### config.mk
export PLATFORM = sky130hd
export DESIGN_NAME = dsc_device_flat
export DESIGN_NICKNAME = d
export VERILOG_FILES = /design/src/design/dsc_pkg.sv /design/src/design/dsc_link_if.sv /design/src/design/dsc_fifo.sv /design/src/design/dsc_device.sv /design/src/flat_wrapper.sv
export VERILOG_INCLUDE_DIRS = /design/src /design/src/design
export SDC_FILE = /design/constraint.sdc
export NUM_CORES = 1
export LEC_CHECK = 0
export BUFFER_PORTS_ARGS = -buffer_cell sky130_fd_sc_hd__buf_2
export CELL_PAD_IN_SITES_DETAIL_PLACEMENT = 1
export CELL_PAD_IN_SITES_GLOBAL_PLACEMENT = 1
export CORE_AREA = 4 4 286 288
export CTS_CLUSTER_DIAMETER = 30
export DETAILED_ROUTE_END_ITERATION = 7
export DIE_AREA = 0 0 290 292
export GPL_ROUTABILITY_DRIVEN = 0
export PLACE_DENSITY_LB_ADDON = 0.1
export SLEW_MARGIN = 0
export SYNTH_ARGS = -nofsm -noshare
export SYNTH_HDL_FRONTEND = slang
export SYNTH_SLANG_ARGS = --single-unit
export TNS_END_PERCENT = 5
### constraint.sdc
create_clock -name core_clk_i -period 4 [get_ports core_clk_i]
set_clock_uncertainty 0.2 [all_clocks]
set_input_delay 0.8 -clock core_clk_i [delete_from_list [all_inputs] [get_ports core_clk_i]]
set_output_delay 0.8 -clock core_clk_i [all_outputs]
set_load 0.05 [all_outputs]
### src/design/dsc_defines.svh
// constants for the display scroll / idle / format / memory command block
`ifndef DSC_DEFINES_SVH
`define DSC_DEFINES_SVH

// ************************************************************
// command codes
// ************************************************************
`define DSC_CMD_COL_SET 8'h2A
`define DSC_CMD_PAGE_SET 8'h2B
`define DSC_CMD_WR_START 8'h2C
`define DSC_CMD_RD_START 8'h2E
`define DSC_CMD_TEAR_OFF 8'h34
`define DSC_CMD_TEAR_ON 8'h35
`define DSC_CMD_MAC 8'h36
`define DSC_CMD_SCROLL 8'h37
`define DSC_CMD_IDLE_EXIT 8'h38
`define DSC_CMD_IDLE_ENTRY 8'h39
`define DSC_CMD_DEPTH 8'h3A
`define DSC_CMD_WR_CONT 8'h3C
`define DSC_CMD_RD_CONT 8'h3E
`define DSC_CMD_TEAR_LINE 8'h44

// ************************************************************
// fields and reset values
// ************************************************************
`define DSC_DEPTH_MASK 8'h77
`define DSC_DEPTH_CTL_LSB 0
`define DSC_DEPTH_LINK_LSB 4
`define DSC_DEPTH_RESET 8'h66
`define DSC_SCROLL_RESET 16'h0000
`define DSC_TEAR_LINE_RESET 16'h0000
`define DSC_FIFO_DEPTH 16

`endif

### src/design/dsc_pkg.sv
// types shared by both ends of the command link
package dsc_pkg;
  typedef enum logic [3:0] {
    DSC_DS_IDLE  = 4'h1,
    DSC_DS_PARAM = 4'h2,
    DSC_DS_WRITE = 4'h4,
    DSC_DS_READ  = 4'h8
  } dsc_dev_state_t;

  typedef enum logic [3:0] {
    DSC_HS_PASS = 4'h1,
    DSC_HS_HI   = 4'h2,
    DSC_HS_LO   = 4'h4,
    DSC_HS_SEND = 4'h8
  } dsc_host_state_t;

  typedef logic [17:0] dsc_pixel_t;
endpackage

### src/design/dsc_link_if.sv
// command link between host processor and display command decoder
interface dsc_link_if;
  logic valid;
  logic dcs;
  logic [17:0] data;
  logic ready;
  logic rd_req;
  logic rd_valid;
  logic [17:0] rd_data;
  logic tear;

  modport dev (
    input valid, dcs, data, rd_req,
    output ready, rd_valid, rd_data, tear
  );
  modport host (
    output valid, dcs, data, rd_req,
    input ready, rd_valid, rd_data, tear
  );
endinterface

### src/design/dsc_fifo.sv
// pixel write fifo, flip-flop storage
module dsc_fifo #(
  parameter int W = 50,
  parameter int D = 16
) (
  // clock and reset
  input wire logic core_clk_i,
  input wire logic rst_b_i,
  // fill side
  input wire logic in_valid_i,
  input wire logic [W-1:0] in_data_i,
  output logic in_ready_o,
  // drain side
  output logic out_valid_o,
  output logic [W-1:0] out_data_o,
  input wire logic out_ready_i
);
  localparam int AW = $clog2(D);
  logic [W-1:0] mem_q [D];
  logic [AW-1:0] wp_q, wp_d, rp_q, rp_d;
  logic [AW:0] cnt_q, cnt_d;
  logic push, pop;

  assign in_ready_o = (cnt_q != (AW+1)'(D));
  assign out_valid_o = (cnt_q != '0);
  assign out_data_o = mem_q[rp_q];
  assign push = in_valid_i & in_ready_o;
  assign pop = out_valid_o & out_ready_i;

  always_comb begin
    wp_d = wp_q;
    rp_d = rp_q;
    cnt_d = cnt_q;
    if (push) begin
      wp_d = (wp_q == AW'(D - 1)) ? '0 : wp_q + 1'b1;
    end
    if (pop) begin
      rp_d = (rp_q == AW'(D - 1)) ? '0 : rp_q + 1'b1;
    end
    if (push && !pop) begin
      cnt_d = cnt_q + 1'b1;
    end else if (pop && !push) begin
      cnt_d = cnt_q - 1'b1;
    end
  end

  always_ff @(posedge core_clk_i or negedge rst_b_i) begin
    if (!rst_b_i) begin
      wp_q <= '0;
      rp_q <= '0;
      cnt_q <= '0;
    end else begin
      wp_q <= wp_d;
      rp_q <= rp_d;
      cnt_q <= cnt_d;
    end
  end

  always_ff @(posedge core_clk_i) begin
    if (push) begin
      mem_q[wp_q] <= in_data_i;
    end
  end
endmodule

### src/design/dsc_device.sv
// display side: command decoder, scroll/idle/format/tear state, memory continue
`include "dsc_defines.svh"
module dsc_device #(
  parameter int FIFO_DEPTH = `DSC_FIFO_DEPTH
) (
  // clock and reset
  input wire logic core_clk_i,
  input wire logic rst_b_i,
  // command link
  dsc_link_if.dev link,
  // address window and access control, owned elsewhere
  input wire logic row_column_exchange_i,
  input wire logic [15:0] start_column_i,
  input wire logic [15:0] end_column_i,
  input wire logic [15:0] start_page_i,
  input wire logic [15:0] end_page_i,
  // frame memory port
  output logic mem_we_o,
  output logic mem_re_o,
  output logic [15:0] mem_col_o,
  output logic [15:0] mem_page_o,
  output logic [17:0] mem_wdata_o,
  input wire logic [17:0] mem_rdata_i,
  input wire logic mem_ready_i,
  // panel scan
  input wire logic frame_start_i,
  input wire logic [15:0] scanline_i,
  input wire logic [17:0] disp_pix_i,
  output logic [17:0] disp_pix_o,
  output logic [15:0] scroll_line_pointer_o,
  output logic reduced_colour_o,
  output logic [2:0] ctl_depth_o,
  output logic [2:0] link_depth_o
);
  localparam int FW = 50;

  dsc_pkg::dsc_dev_state_t st_q, st_d;
  logic [7:0] cmd_q, cmd_d;
  logic idx_q, idx_d;
  logic [7:0] hi_q, hi_d;
  logic [15:0] scroll_pend_q, scroll_pend_d;
  logic pend_q, pend_d;
  logic [15:0] scroll_q, scroll_d;
  logic idle_q, idle_d;
  logic [7:0] depth_q, depth_d;
  logic [15:0] tear_line_q, tear_line_d;
  logic tear_on_q, tear_on_d;
  logic tear_q, tear_d;
  logic win_ok_q, win_ok_d;
  logic [15:0] col_q, col_d, page_q, page_d;
  logic dummy_q, dummy_d;
  logic rd1_q, rd1_d, rd1_zero_q, rd1_zero_d;
  logic rd_valid_q, rd_valid_d;
  logic [17:0] rd_data_q, rd_data_d;
  logic mem_we_q, mem_we_d, mem_re_q, mem_re_d;
  logic [15:0] mcol_q, mcol_d, mpage_q, mpage_d;
  logic [17:0] wdata_q, wdata_d;
  logic [17:0] pix_q, pix_d;
  logic fifo_in_valid, fifo_in_ready, fifo_out_valid, fifo_pop;
  logic [FW-1:0] fifo_out;
  logic take, rd_take;
  logic [15:0] ncol, npage;

  assign link.ready = fifo_in_ready & ((st_q != dsc_pkg::DSC_DS_READ) | ~fifo_out_valid);
  assign link.rd_valid = rd_valid_q;
  assign link.rd_data = rd_data_q;
  assign link.tear = tear_q;
  assign mem_we_o = mem_we_q;
  assign mem_re_o = mem_re_q;
  assign mem_col_o = mcol_q;
  assign mem_page_o = mpage_q;
  assign mem_wdata_o = wdata_q;
  assign disp_pix_o = pix_q;
  assign scroll_line_pointer_o = scroll_q;
  assign reduced_colour_o = idle_q;
  assign ctl_depth_o = depth_q[`DSC_DEPTH_CTL_LSB +: 3];
  assign link_depth_o = depth_q[`DSC_DEPTH_LINK_LSB +: 3];

  assign take = link.valid & link.ready;
  assign rd_take = link.rd_req & link.ready;
  assign fifo_in_valid = take & link.dcs & (st_q == dsc_pkg::DSC_DS_WRITE) & win_ok_q;
  assign fifo_pop = fifo_out_valid & mem_ready_i & ~rd1_q;

  // next pixel address inside the window
  always_comb begin
    ncol = col_q;
    npage = page_q;
    if (!row_column_exchange_i) begin
      if (col_q == end_column_i) begin
        ncol = start_column_i;
        npage = (page_q == end_page_i) ? start_page_i : page_q + 16'h0001;
      end else begin
        ncol = col_q + 16'h0001;
      end
    end else begin
      if (page_q == end_page_i) begin
        npage = start_page_i;
        ncol = (col_q == end_column_i) ? start_column_i : col_q + 16'h0001;
      end else begin
        npage = page_q + 16'h0001;
      end
    end
  end

  // ************************************************************
  // command and parameter decode
  // ************************************************************
  always_comb begin
    st_d = st_q;
    cmd_d = cmd_q;
    idx_d = idx_q;
    hi_d = hi_q;
    scroll_pend_d = scroll_pend_q;
    pend_d = pend_q;
    scroll_d = scroll_q;
    idle_d = idle_q;
    depth_d = depth_q;
    tear_line_d = tear_line_q;
    tear_on_d = tear_on_q;
    win_ok_d = win_ok_q;
    col_d = col_q;
    page_d = page_q;
    dummy_d = dummy_q;
    if (frame_start_i && pend_q) begin
      scroll_d = scroll_pend_q;
      pend_d = 1'b0;
    end
    if (take && !link.dcs) begin
      cmd_d = link.data[7:0];
      idx_d = 1'b0;
      st_d = dsc_pkg::DSC_DS_IDLE;
      case (link.data[7:0])
        `DSC_CMD_IDLE_EXIT: idle_d = 1'b0;
        `DSC_CMD_IDLE_ENTRY: idle_d = 1'b1;
        `DSC_CMD_TEAR_OFF: tear_on_d = 1'b0;
        `DSC_CMD_SCROLL, `DSC_CMD_DEPTH, `DSC_CMD_TEAR_LINE, `DSC_CMD_TEAR_ON: begin
          st_d = dsc_pkg::DSC_DS_PARAM;
        end
        `DSC_CMD_WR_START: begin
          win_ok_d = 1'b1;
          col_d = start_column_i;
          page_d = start_page_i;
          st_d = dsc_pkg::DSC_DS_WRITE;
        end
        `DSC_CMD_RD_START: begin
          win_ok_d = 1'b1;
          col_d = start_column_i;
          page_d = start_page_i;
          dummy_d = 1'b1;
          st_d = dsc_pkg::DSC_DS_READ;
        end
        `DSC_CMD_WR_CONT: st_d = dsc_pkg::DSC_DS_WRITE;
        `DSC_CMD_RD_CONT: begin
          dummy_d = 1'b1;
          st_d = dsc_pkg::DSC_DS_READ;
        end
        default: st_d = dsc_pkg::DSC_DS_IDLE;
      endcase
    end else if (take && st_q == dsc_pkg::DSC_DS_PARAM) begin
      idx_d = 1'b1;
      case (cmd_q)
        `DSC_CMD_SCROLL: begin
          if (!idx_q) begin
            hi_d = link.data[7:0];
          end else begin
            scroll_pend_d = {hi_q, link.data[7:0]};
            pend_d = 1'b1;
            st_d = dsc_pkg::DSC_DS_IDLE;
          end
        end
        `DSC_CMD_TEAR_LINE: begin
          if (!idx_q) begin
            hi_d = link.data[7:0];
          end else begin
            tear_line_d = {hi_q, link.data[7:0]};
            st_d = dsc_pkg::DSC_DS_IDLE;
          end
        end
        `DSC_CMD_DEPTH: begin
          depth_d = link.data[7:0] & `DSC_DEPTH_MASK;
          st_d = dsc_pkg::DSC_DS_IDLE;
        end
        default: begin
          tear_on_d = 1'b1;
          st_d = dsc_pkg::DSC_DS_IDLE;
        end
      endcase
    end else if (take && st_q == dsc_pkg::DSC_DS_WRITE) begin
      col_d = ncol;
      page_d = npage;
    end
    if (rd_take && st_q == dsc_pkg::DSC_DS_READ) begin
      if (dummy_q) begin
        dummy_d = 1'b0;
      end else begin
        col_d = ncol;
        page_d = npage;
      end
    end
  end

  // ************************************************************
  // memory port, read answer, tear and display outputs
  // ************************************************************
  always_comb begin
    rd1_d = rd_take;
    rd1_zero_d = (st_q != dsc_pkg::DSC_DS_READ) | dummy_q | ~win_ok_q;
    mem_re_d = rd_take & (st_q == dsc_pkg::DSC_DS_READ) & ~dummy_q & win_ok_q;
    mem_we_d = fifo_pop;
    mcol_d = mcol_q;
    mpage_d = mpage_q;
    wdata_d = wdata_q;
    if (mem_re_d) begin
      mcol_d = col_q;
      mpage_d = page_q;
    end else if (fifo_pop) begin
      {mcol_d, mpage_d, wdata_d} = fifo_out;
    end
    rd_valid_d = rd1_q;
    rd_data_d = rd1_zero_q ? 18'h00000 : mem_rdata_i;
    tear_d = tear_on_q & (scanline_i == tear_line_q);
    pix_d = idle_q ? {{6{disp_pix_i[17]}}, {6{disp_pix_i[11]}}, {6{disp_pix_i[5]}}} : disp_pix_i;
  end

  always_ff @(posedge core_clk_i or negedge rst_b_i) begin
    if (!rst_b_i) begin
      st_q <= dsc_pkg::DSC_DS_IDLE;
      cmd_q <= 8'h00;
      idx_q <= 1'b0;
      hi_q <= 8'h00;
      scroll_pend_q <= `DSC_SCROLL_RESET;
      pend_q <= 1'b0;
      scroll_q <= `DSC_SCROLL_RESET;
      idle_q <= 1'b0;
      depth_q <= `DSC_DEPTH_RESET;
      tear_line_q <= `DSC_TEAR_LINE_RESET;
      tear_on_q <= 1'b0;
      tear_q <= 1'b0;
      win_ok_q <= 1'b0;
      col_q <= 16'h0000;
      page_q <= 16'h0000;
      dummy_q <= 1'b0;
      rd1_q <= 1'b0;
      rd1_zero_q <= 1'b0;
      rd_valid_q <= 1'b0;
      rd_data_q <= 18'h00000;
      mem_we_q <= 1'b0;
      mem_re_q <= 1'b0;
      mcol_q <= 16'h0000;
      mpage_q <= 16'h0000;
      wdata_q <= 18'h00000;
      pix_q <= 18'h00000;
    end else begin
      st_q <= st_d;
      cmd_q <= cmd_d;
      idx_q <= idx_d;
      hi_q <= hi_d;
      scroll_pend_q <= scroll_pend_d;
      pend_q <= pend_d;
      scroll_q <= scroll_d;
      idle_q <= idle_d;
      depth_q <= depth_d;
      tear_line_q <= tear_line_d;
      tear_on_q <= tear_on_d;
      tear_q <= tear_d;
      win_ok_q <= win_ok_d;
      col_q <= col_d;
      page_q <= page_d;
      dummy_q <= dummy_d;
      rd1_q <= rd1_d;
      rd1_zero_q <= rd1_zero_d;
      rd_valid_q <= rd_valid_d;
      rd_data_q <= rd_data_d;
      mem_we_q <= mem_we_d;
      mem_re_q <= mem_re_d;
      mcol_q <= mcol_d;
      mpage_q <= mpage_d;
      wdata_q <= wdata_d;
      pix_q <= pix_d;
    end
  end

  dsc_fifo #(
    .W(FW),
    .D(FIFO_DEPTH)
  ) u_fifo (
    .core_clk_i(core_clk_i),
    .rst_b_i(rst_b_i),
    .in_valid_i(fifo_in_valid),
    .in_data_i({col_q, page_q, link.data}),
    .in_ready_o(fifo_in_ready),
    .out_valid_o(fifo_out_valid),
    .out_data_o(fifo_out),
    .out_ready_i(fifo_pop)
  );
endmodule

### src/flat_wrapper.sv
// flat-port wrapper written by rule: the top's interface ports become plain ports
module dsc_device_flat 
#(
  parameter int FIFO_DEPTH = `DSC_FIFO_DEPTH
)
  (core_clk_i, rst_b_i, row_column_exchange_i, start_column_i, end_column_i, start_page_i, end_page_i, mem_we_o, mem_re_o, mem_col_o, mem_page_o, mem_wdata_o, mem_rdata_i, mem_ready_i, frame_start_i, scanline_i, disp_pix_i, disp_pix_o, scroll_line_pointer_o, reduced_colour_o, ctl_depth_o, link_depth_o, link_valid, link_dcs, link_data, link_rd_req, link_ready, link_rd_valid, link_rd_data, link_tear);
  dsc_link_if link_i ();
  input wire logic core_clk_i;
  input wire logic rst_b_i;
  input wire logic row_column_exchange_i;
  input wire logic [15:0] start_column_i;
  input wire logic [15:0] end_column_i;
  input wire logic [15:0] start_page_i;
  input wire logic [15:0] end_page_i;
  output logic mem_we_o;
  output logic mem_re_o;
  output logic [15:0] mem_col_o;
  output logic [15:0] mem_page_o;
  output logic [17:0] mem_wdata_o;
  input wire logic [17:0] mem_rdata_i;
  input wire logic mem_ready_i;
  input wire logic frame_start_i;
  input wire logic [15:0] scanline_i;
  input wire logic [17:0] disp_pix_i;
  output logic [17:0] disp_pix_o;
  output logic [15:0] scroll_line_pointer_o;
  output logic reduced_colour_o;
  output logic [2:0] ctl_depth_o;
  output logic [2:0] link_depth_o;
  input wire logic [$bits(link_i.valid)-1:0] link_valid;
  input wire logic [$bits(link_i.dcs)-1:0] link_dcs;
  input wire logic [$bits(link_i.data)-1:0] link_data;
  input wire logic [$bits(link_i.rd_req)-1:0] link_rd_req;
  output wire logic [$bits(link_i.ready)-1:0] link_ready;
  output wire logic [$bits(link_i.rd_valid)-1:0] link_rd_valid;
  output wire logic [$bits(link_i.rd_data)-1:0] link_rd_data;
  output wire logic [$bits(link_i.tear)-1:0] link_tear;
  assign link_i.valid = link_valid;
  assign link_i.dcs = link_dcs;
  assign link_i.data = link_data;
  assign link_i.rd_req = link_rd_req;
  assign link_ready = link_i.ready;
  assign link_rd_valid = link_i.rd_valid;
  assign link_rd_data = link_i.rd_data;
  assign link_tear = link_i.tear;
  dsc_device #(.FIFO_DEPTH(FIFO_DEPTH)) u_core (.core_clk_i(core_clk_i), .rst_b_i(rst_b_i), .link(link_i), .row_column_exchange_i(row_column_exchange_i), .start_column_i(start_column_i), .end_column_i(end_column_i), .start_page_i(start_page_i), .end_page_i(end_page_i), .mem_we_o(mem_we_o), .mem_re_o(mem_re_o), .mem_col_o(mem_col_o), .mem_page_o(mem_page_o), .mem_wdata_o(mem_wdata_o), .mem_rdata_i(mem_rdata_i), .mem_ready_i(mem_ready_i), .frame_start_i(frame_start_i), .scanline_i(scanline_i), .disp_pix_i(disp_pix_i), .disp_pix_o(disp_pix_o), .scroll_line_pointer_o(scroll_line_pointer_o), .reduced_colour_o(reduced_colour_o), .ctl_depth_o(ctl_depth_o), .link_depth_o(link_depth_o));
endmodule
# ---- Word level (Yosys, flattened, before mapping)
# Memory sizes are Yosys's and may differ from the RTL's.
# Cells that the tools add are included.
# W data, S select, Z words.
dict set report totals {
  ff_bits 217
  mem_bits_rw 800
  inputBits 142
  wordCells 168
  memories 1
}
# memory words word_bits read_ports rd_clocked_by_memory_dff wr line
set mem_list {}
lappend mem_list {u_core.u_fifo.mem_q 16 50 1 0 1 dsc_fifo.sv:19} ;# logic [W-1:0] mem_q [D];
dict set report op_classes {
  addsub 6
  n_eq_ne 27
  n_mux 51
  bitwise 24
  n_reduce_logical 30
}
# operator count
set ops {}
lappend ops {{$mux W16} 22}
lappend ops {{$eq A8 B6 Y1 const B} 12}
lappend ops {{$eq A16 B16 Y1} 3}
lappend ops {{$add A16 B1 Y16 const B} 2}
lappend ops {{$mux W4} 6}
lappend ops {{$mux W18} 1}
lappend ops {{$mux W1} 17}
lappend ops {{$mux W17} 1}
lappend ops {{$eq A8 B7 Y1 const B} 2}
lappend ops {{$and A1 B1 Y1} 14}
lappend ops {{$eq A4 B4 Y1 const B} 3}
lappend ops {{$pmux W4 S3} 1}
lappend ops {{$reduce_and A4 Y1} 3}
lappend ops {{$mux W5} 2}
lappend ops {{$add A4 B1 Y4 const B} 2}
lappend ops {{$reduce_and A2 Y1} 4}
lappend ops {{$reduce_bool A2 Y1} 4}
lappend ops {{$reduce_or A2 Y1} 4}
lappend ops {{$logic_and A1 B1 Y1} 7}
lappend ops {{$not A1 Y1} 7}
lappend ops {{$reduce_and A3 Y1} 2}
lappend ops {{$add A5 B1 Y5 const B} 1}
lappend ops {{$ne A5 B5 Y1 const B} 1}
lappend ops {{$reduce_bool A5 Y1} 1}
lappend ops {{other kinds (12)} 16}

# ---- Longest topological paths before layout
# Gate-level depths: netlist of the first run.
dict set report depth {
  depth_word 13
  mapped_depth 14
}

# ---- By module
# Synthesis of the first run repeated with hierarchy kept, for this count alone.
dict set report unflattened {
  hier_cells 2256
  area_unflattened_um2 40709.0
}
# mod n_inst cells_each area_per_inst_um2 seq_area_each_um2
set by_module_without_submodules {}
lappend by_module_without_submodules {dsc_fifo 1 1317 30762.0 24348.4}
lappend by_module_without_submodules {dsc_device 1 939 9947.0 5111.2}

# ---- Worst setup path before layout of the first run
# OpenSTA, ideal clock, no wires.
dict set report synth_timing {
  kind {flip-flop to flip-flop}
  startpoint {reg u_core.u_fifo.cnt_q[3]}
  endpoint {mem u_core.u_fifo.mem_q[7][0], enable pin}
  arrival_ns 3.479
  required_time_ns 3.387
  setup_slack_ns -0.092
  stages_incl_launch_ff 8
  n_path_buf 1
  cell_sequence {dfrtp_1 -> nor4_2 -> mux2i_2 -> and3_1 -> nand2_1 -> inv_1 -> clkbuf_1 -> and3_1}
}
dict set report synth_via {
  elab_chain_cells 11
  word_cells_on_any_way 12
}
# element line
set synth_lines {}
lappend synth_lines {{start, declared} dsc_fifo.sv:21} ;# logic [AW:0] cnt_q, cnt_d;
lappend synth_lines {{start signal, assigned} dsc_fifo.sv:55} ;# cnt_q <= cnt_d;
lappend synth_lines {{$reduce_bool A5 Y1} dsc_fifo.sv:25} ;# assign out_valid_o = (cnt_q != '0);
lappend synth_lines {{$not A1 Y1} dsc_device.sv:64} ;# assign link.ready = fifo_in_ready & ((st_q != dsc_pkg::DSC_DS_READ) | ~fifo_out_valid);
lappend synth_lines {{$or A1 B1 Y1} dsc_device.sv:64}
lappend synth_lines {{$and A1 B1 Y1 *} dsc_device.sv:64}
lappend synth_lines {{via link_ready} flat_wrapper.sv:34} ;# output wire logic [$bits(link_i.ready)-1:0] link_ready;
lappend synth_lines {{$and A1 B1 Y1 *} dsc_device.sv:79} ;# assign take = link.valid & link.ready;
lappend synth_lines {{$and A1 B1 Y1 * (3 in series)} dsc_device.sv:81} ;# assign fifo_in_valid = take & link.dcs & (st_q == dsc_pkg::DSC_DS_WRITE) & win_ok_q;
lappend synth_lines {{$and A1 B1 Y1 *} dsc_fifo.sv:27} ;# assign push = in_valid_i & in_ready_o;
lappend synth_lines {{via u_core.u_fifo.push} dsc_fifo.sv:22} ;# logic push, pop;
lappend synth_lines {{$mux W1 *} dsc_fifo.sv:60} ;# if (push) begin
lappend synth_lines {{$mux W1 (not written as such) *} dsc_fifo.sv:61} ;# mem_q[wp_q] <= in_data_i;
lappend synth_lines {{end, declared} dsc_fifo.sv:19}
# The timed path passes the listed nets; every way through them passes the cells marked *.

# ---- Worst setup path in the final report of the first run
dict set report layout_timing {
  startpoint {reg u_core.page_q[1]}
  endpoint {reg u_core.page_q[12]}
}
dict set report layout_via {
  elab_chain_cells 9
  word_cells_on_any_way 10
}
# element line
set layout_lines {}
lappend layout_lines {{start, declared} dsc_device.sv:50} ;# logic [15:0] col_q, col_d, page_q, page_d;
lappend layout_lines {{start signal, assigned} dsc_device.sv:268} ;# page_q <= page_d;
lappend layout_lines {{$add A16 B1 Y16 or $eq A16 B16 Y1 (tied branches)} {dsc_device.sv:91, dsc_device.sv:100, dsc_device.sv:96}}
lappend layout_lines {{$mux W16 *} {dsc_device.sv:91, dsc_device.sv:96}}
lappend layout_lines {{$mux W16} dsc_device.sv:89} ;# if (col_q == end_column_i) begin
lappend layout_lines {{$mux W16 *} dsc_device.sv:88} ;# if (!row_column_exchange_i) begin
lappend layout_lines {{$mux W16} dsc_device.sv:188} ;# end else if (take && st_q == dsc_pkg::DSC_DS_WRITE) begin
lappend layout_lines {{$mux W16} dsc_device.sv:159} ;# end else if (take && st_q == dsc_pkg::DSC_DS_PARAM) begin
lappend layout_lines {{$mux W16} dsc_device.sv:128} ;# if (take && !link.dcs) begin
lappend layout_lines {{$mux W16} dsc_device.sv:193} ;# if (dummy_q) begin
lappend layout_lines {{$mux W16 *} dsc_device.sv:192} ;# if (rd_take && st_q == dsc_pkg::DSC_DS_READ) begin
lappend layout_lines {{via u_core.page_d[12]} dsc_device.sv:50}
# Marks and branches as above.
# A chain may end at the register's enable or synchronous reset.

==> metrics, run 1 <==
TNS Setup 0 ns; Fillers 6767; asr flop ratio synth 21.34%; Final setup viols 0; Area Overhead vs Synth 24.54%; slowest cell delay on critical path 0.86 ns; Met3 Wirelength 6.884 mm; Initial Util 51.74%; Avg Inst Size Synth 18.56 um^2; status finished clean; drt via density 6.090; commonest non-fill, non-tap cell in the layout edfxtp_1; syn nets 2352; Pre-Repair DR Iteration Count 5; Final WS setup 0.7118 ns; hpwl dp 61.48 mm; FF/Latch Area 29470 um^2; total global routing track utilization 26.24%; Main synth FF type edfxtp_1; crit path time final 3.288 ns; Startpoint Class flop; CP max stage cell dfrtp_1; Yosys reg bits 1017; post-synthesis sequential area ratio 72.20%; post-synthesis mux area share 14.92%; Total Wirelength 110.4 mm; largest net degree at the start of global routing 71; Buf/Inv on CP 0; CP delay by family, top simple AND/OR/NAND/NOR gates; most frequent cells in the layout edfxtp_1 (800), buf_2 (254), mux4_2 (218), dfrtp_1 (208), clkbuf_16 (194); Placed Cells 3457; EDFF count, synth 800; Data required, critical path 4.40 ns; Final ANT Viol Nets 0; RSZ-0062 raised after global routing false; fin cells 3821; deepest clock path buffer count 3; Yosys warnings 0; synth unique cells 69; Static Leak 18.82 nW; met1 WL 43.58 mm; nets 2758; vias in the first global route 26050; Synth Area in XOR/XNOR 1.239%; area share of and/or/nand/nor cells after synthesis 4.495%; fin crit share 82.21%; H-tree levels 4; Routed WL per cell 28.90 um; post-synthesis adder-cell area fraction 0.3863%; Die ar. 84680 um^2; relative slew slack 31.53%; layout cell share with drive strength beyond 1 36.53%; clock net sink count 1017; area of the core 78870 um^2; max-cap viol count 0; worst skew pair latency 0.75 ns; VDD IR max 462.6 uV; root buf cell clkbuf_16; Die H 292 um; met2 routed WL 57.35 mm; Post-Place Worst Slack 0.4352 ns; CTS tree yes; mapped cell area 40810 um^2; crit path DAT 3.69 ns; DR iter-0 viols 2062; row count 103; first-pass GRT wire length 167.0 mm; initial antenna violation count 2; area of the multi-input gates 10640 um^2; Worst setup EP type flop; top sig layer met4; TritonCTS buffer count 191; worst min-delay path category in2reg; Cells after Synth 2198; # resized after CTS 0; port bufs 255; post-synthesis compound-gate area fraction 4.912%; CP cell instances ha_1 > nand4_1 > nor2_1 > nand4_1 > o21ai_0 > o21ai_0 > o32ai_1; CP max FO 22; Overflow after GRT 0; largest family of logic cells by synthesized area multiplexers; IO Count 256; fmax 0.3041 GHz; critical path type reg2reg; DRC 0; Power Density 708.2 nW/um^2; Hold Fails Final Rpt 0; Fin Hold WS 0.06817 ns; Slew Viols, Final 0; via count 23270; final core area utilization 64.43%; worst slew pin tran 1.027 ns; die width 290 um; Clock Pin Slew Worst Setup and Hold Paths 0.05 ns
## layer usage
| layer | up-vias | global-route usage [%] |
|---|---|---|
| li1 | 9749 | - |
| met1 | 12320 | 34.45 |
| met2 | 1001 | 44.94 |
| met3 | 204 | 4.989 |
| met4 | 0 | 8.264 |
| met5 | - | 0 |
## sequential cells by signal (all words and copies together), names as in the netlist, 4 cells and up
register and flops:
u_core.u_fifo.mem_q 800, u_core.disp_pix_o 18, u_core.link.rd_data 18, u_core.mem_wdata_o 18, u_core.col_q 16, u_core.mem_col_o 16
u_core.mem_page_o 16, u_core.page_q 16, u_core.scroll_line_pointer_o 16, u_core.scroll_pend_q 16, u_core.tear_line_q 16, u_core.cmd_q 8
u_core.hi_q 8, u_core.depth_q 6, u_core.u_fifo.cnt_q 5, u_core.st_q 4, u_core.u_fifo.rp_q 4, u_core.u_fifo.wp_q 4
## what timing repair did
action,CTS,global route
hold buffers,4,0
setup buffers,0,0
endpoints found under the hold margin,65,0
## stage by stage
| stage | total power [mW] | area (um^2) |
|---|---|---|
| global placement | 19.35 | 43950 |
| finish | 35.99 | 50820 |
| CTS | 36.33 | 50820 |
| detailed placement | 19.48 | 43950 |
| global route | 37.36 | 50820 |
| floorplan | 17.43 | 40810 |
## final timing paths
path	to	depth (start not counted)	slack, ns	from
worst max-delay path	u_core.page_q[12]	7	0.71	u_core.page_q[1]
worst min-delay path	u_core.link.rd_data[4]	2	0.07	mem_rdata_i[4]
worst max register to register	u_core.page_q[12]	7	0.71	u_core.page_q[1]
worst min register to register	u_core.link.rd_valid	0	0.23	u_core.rd1_q
max in group asynchronous	u_core.mem_col_o[9]	3	2.26	rst_b_i
min in group asynchronous	u_core.disp_pix_o[7]	2	0.44	rst_b_i
## cells in the mapped netlist (11+ instances only)
master    instances  area, um^2
inv_1            29       108.9
o221ai_1         17       148.9
mux4_2          218        4910
buf_2            48       240.2
and2_1           18       112.6
nor3_1           13       65.06
nand3_1          17       85.08
o22ai_1          13       81.33
edfxtp_1        800       24020
ha_1             11       137.6
dfrtp_1         212        5305
xnor2_1          35       306.5
nand4_1          25       156.4
a221o_1          32       320.3
clkbuf_1         81       304.0
nor2b_1          61       381.6
xor2_1           19       166.4
nor2_1           28       105.1
a21oi_1          25       125.1
mux2i_1          41       410.4
a22oi_1          33       247.7
mux2_2           63       709.4
o21ai_0          38       190.2
a211oi_1         66       495.5
o211ai_1         23       172.7
nand2_1         117       439.2
## layout make-up
class / instances / share of cell area (%)
clock inverter: 144 / 3.636
timing repair buffer: 357 / 4.845
sequential: 1017 / 58.00
multi-input combinational: 1008 / 20.93
clock buffer: 215 / 9.787
tap: 1050 / 2.585
inverter: 29 / 0.2142
antenna: 1 / 0.004924
## report_power, final
group	total (mW)	switching (mW)	internal [mW]
combinational	6.85	3.76	3.08
sequential	12.4	0.629	11.8
clock	16.7	5.79	10.9
total	36.0	10.2	25.8
## cells by family after synthesis
kind of cell             count (synthesis)
AND/OR/NAND/NOR                        338
flip-flops                            1017
adder cells (fa/ha/maj)                 12
XOR/XNOR                                56
buffers and inverters                  173
multiplexers                           327
AO/OA/AOI/OAI                          275
Power figures use the tool's default switching activity.
==> run 2, diff against run 1 <==
Clock period 4 ns to 3.2 ns, I/O delays scaled along.
==> run 2 against run 1 <==
Combinational power is 33% higher. Sequential share of layout area is 0.74 points lower. Via count is 1.5% higher. Sequential power is 24% higher. Setup slack worse by 0.59 ns. Worst hold slack worse by 0.018 ns. First-iteration DRC count is 1.9% higher. Largest cell class unchanged. Highest routed layer unchanged.
==> metrics, run 2 (synthesized netlist as in run 1, its figures left out) <==
status finished clean; deepest clock path buffer count 3; clock power share 45.0%; drt via density 6.059; Power Density 864.2 nW/um^2; Fin Hold WS 0.05061 ns; Reg with most FFs u_core.u_fifo.mem_q; TNS Setup 0 ns; CTS tree yes; fin cells 3897; final core area utilization 65.27%; area of the core 78870 um^2; Reg-to-Reg End u_core.mem_page_o[12]; Logic pwr share 20.4%; # diodes 0; Final setup viols 0; IO Count 256; CP most frequent cell buf_4; port bufs 255; WHS Endpoint u_core.col_q[10]; crit path time final 3.079 ns; CP max stage cell dfrtp_2; Total Wirelength 110.7 mm; Worst setup EP type primary output; Initial Util 51.74%; Startpoint Class flop; Die ar. 84680 um^2; CP cell instances nor4_4 > mux2i_4 > buf_4 > buf_4; most frequent cells in the layout edfxtp_1 (800), buf_2 (253), mux4_2 (218), dfrtp_1 (207), clkbuf_16 (186); max-cap viol count 0; area of the multi-input gates 10680 um^2; TritonCTS buffer count 185; relative slew slack 26.96%; Fillers 6738; crit path DAT 2.24 ns; vias in the first global route 26190; via count 23610; Clock Pin Slew Worst Setup and Hold Paths 0.05 ns; hpwl dp 63.95 mm; first-pass GRT wire length 169.0 mm; Overflow after GRT 0; layout cell share with drive strength beyond 1 36.88%; FF/Latch Area 29480 um^2; die width 290 um; P_sw 12.67 mW; R2R Path Start u_core.u_fifo.cnt_q[0]; CP max FO 5; Pre-Repair DR Iteration Count 5; crit path from u_core.u_fifo.cnt_q[0]; worst slew pin tran 1.096 ns; RSZ-0062 raised after global routing false; root buf cell clkbuf_16; worst skew pair latency 0.76 ns; DR iter-0 viols 2101; Placed Cells 3496; row count 103; fmax 0.3248 GHz; nets 2836; largest net degree at the start of global routing 67; commonest non-fill, non-tap cell in the layout edfxtp_1; Die H 292 um; fin crit share 96.21%; P_int 31.82 mW; Slew Viols, Final 0; Hold Fails Final Rpt 0; Hold Path Stages 3; VDD IR max 593.0 uV; worst min-delay path category in2reg; Worst R2R Setup Slack 0.14 ns; H-tree levels 4; Sequential Power Share 34.6%; critical path type reg2out; Static Leak 19.13 nW; Area Overhead vs Synth 26.16%; min-delay src start_column_i[10]; max reg flops 800; Routed WL per cell 28.42 um; Sw Share 28.48%; Data required, critical path 2.36 ns; Worst R2R Path Depth 7; DRC 0; total global routing track utilization 26.47%; Final ANT Viol Nets 0; initial antenna violation count 1; clock net sink count 1017; slowest cell delay on critical path 0.46 ns; Post CTS Setup Buffer Count 0
==> run 2: area by class of cell <==
| class | instances | area share (%) |
|---|---|---|
| Inverter | 29 | 0.2114 |
| Clock inverter | 137 | 3.259 |
| Sequential cell | 1017 | 57.25 |
| Tap cell | 1050 | 2.552 |
| Multi-Input combinational cell | 1008 | 20.74 |
| Clock buffer | 215 | 9.408 |
| Timing Repair Buffer | 441 | 6.572 |
==> run 2: timing repair <==
action | 4_1_cts | 5_1_grt
endpoints found under the hold margin | 169 | 0
resized for setup | 1 | 0
hold buffers | 49 | 0
setup endpoints to repair | 1 | 0
==> run 2: worst max-delay path by stage <==
stage / slack [ns] / cells past startpoint / endpoint
floorplan: -0.17 / 14 / u_core.u_fifo.cnt_q[4]
global placement: 0.17 / 14 / u_core.u_fifo.cnt_q[4]
detailed placement: 0.14 / 14 / u_core.u_fifo.cnt_q[4]
CTS: 0.06 / 4 / link_ready
global route: 0.009 / 4 / link_ready
finish: 0.12 / 4 / link_ready
==> run 2: worst max-delay path, delay by kind of cell, from the launching register on <==
| kind | cells | cell delay (ns) |
|---|---|---|
| flip-flops | 1 | 0.46 |
| AND/OR/NAND/NOR | 1 | 0.38 |
| buffers and inverters | 2 | 0.37 |
| multiplexers | 1 | 0.28 |
==> run 2: power groups by stage <==
stage / registers [mW] / logic [mW] / clock network [mW]
after floorplan: 16.4 / 5.38 / 0
final: 15.4 / 9.08 / 20.0
after detailed placement: 15.6 / 9.01 / 0
after global placement: 15.6 / 8.83 / 0
after global routing: 15.4 / 9.68 / 21.1
after CTS: 15.4 / 9.23 / 20.3
==> run 2: per-layer routing <==
| metal | up-vias | wire (um) | track usage, % | share of wire, % |
|---|---|---|---|---|
| li1 | 9891 | - | - | - |
| met3 | 184 | 6955 | 5.225 | 6.3 |
| met5 | - | 0 | 0 | 0 |
| met4 | 0 | 2113 | 7.029 | 1.9 |
| met1 | 12550 | 44110 | 35.43 | 40 |
| met2 | 984 | 57570 | 45.09 | 52 |
==> run 2: stage by stage <==
step	cell area [um^2]	power, mW	setup slack, ns
2_1_floorplan	40880	21.82	-0.1730
3_3_place_gp	44470	24.41	0.1680
3_5_place_dp	44470	24.62	0.1418
4_1_cts	51480	44.93	0.05863
5_1_grt	51480	46.18	0.008749
6_report	51480	44.49	0.1214
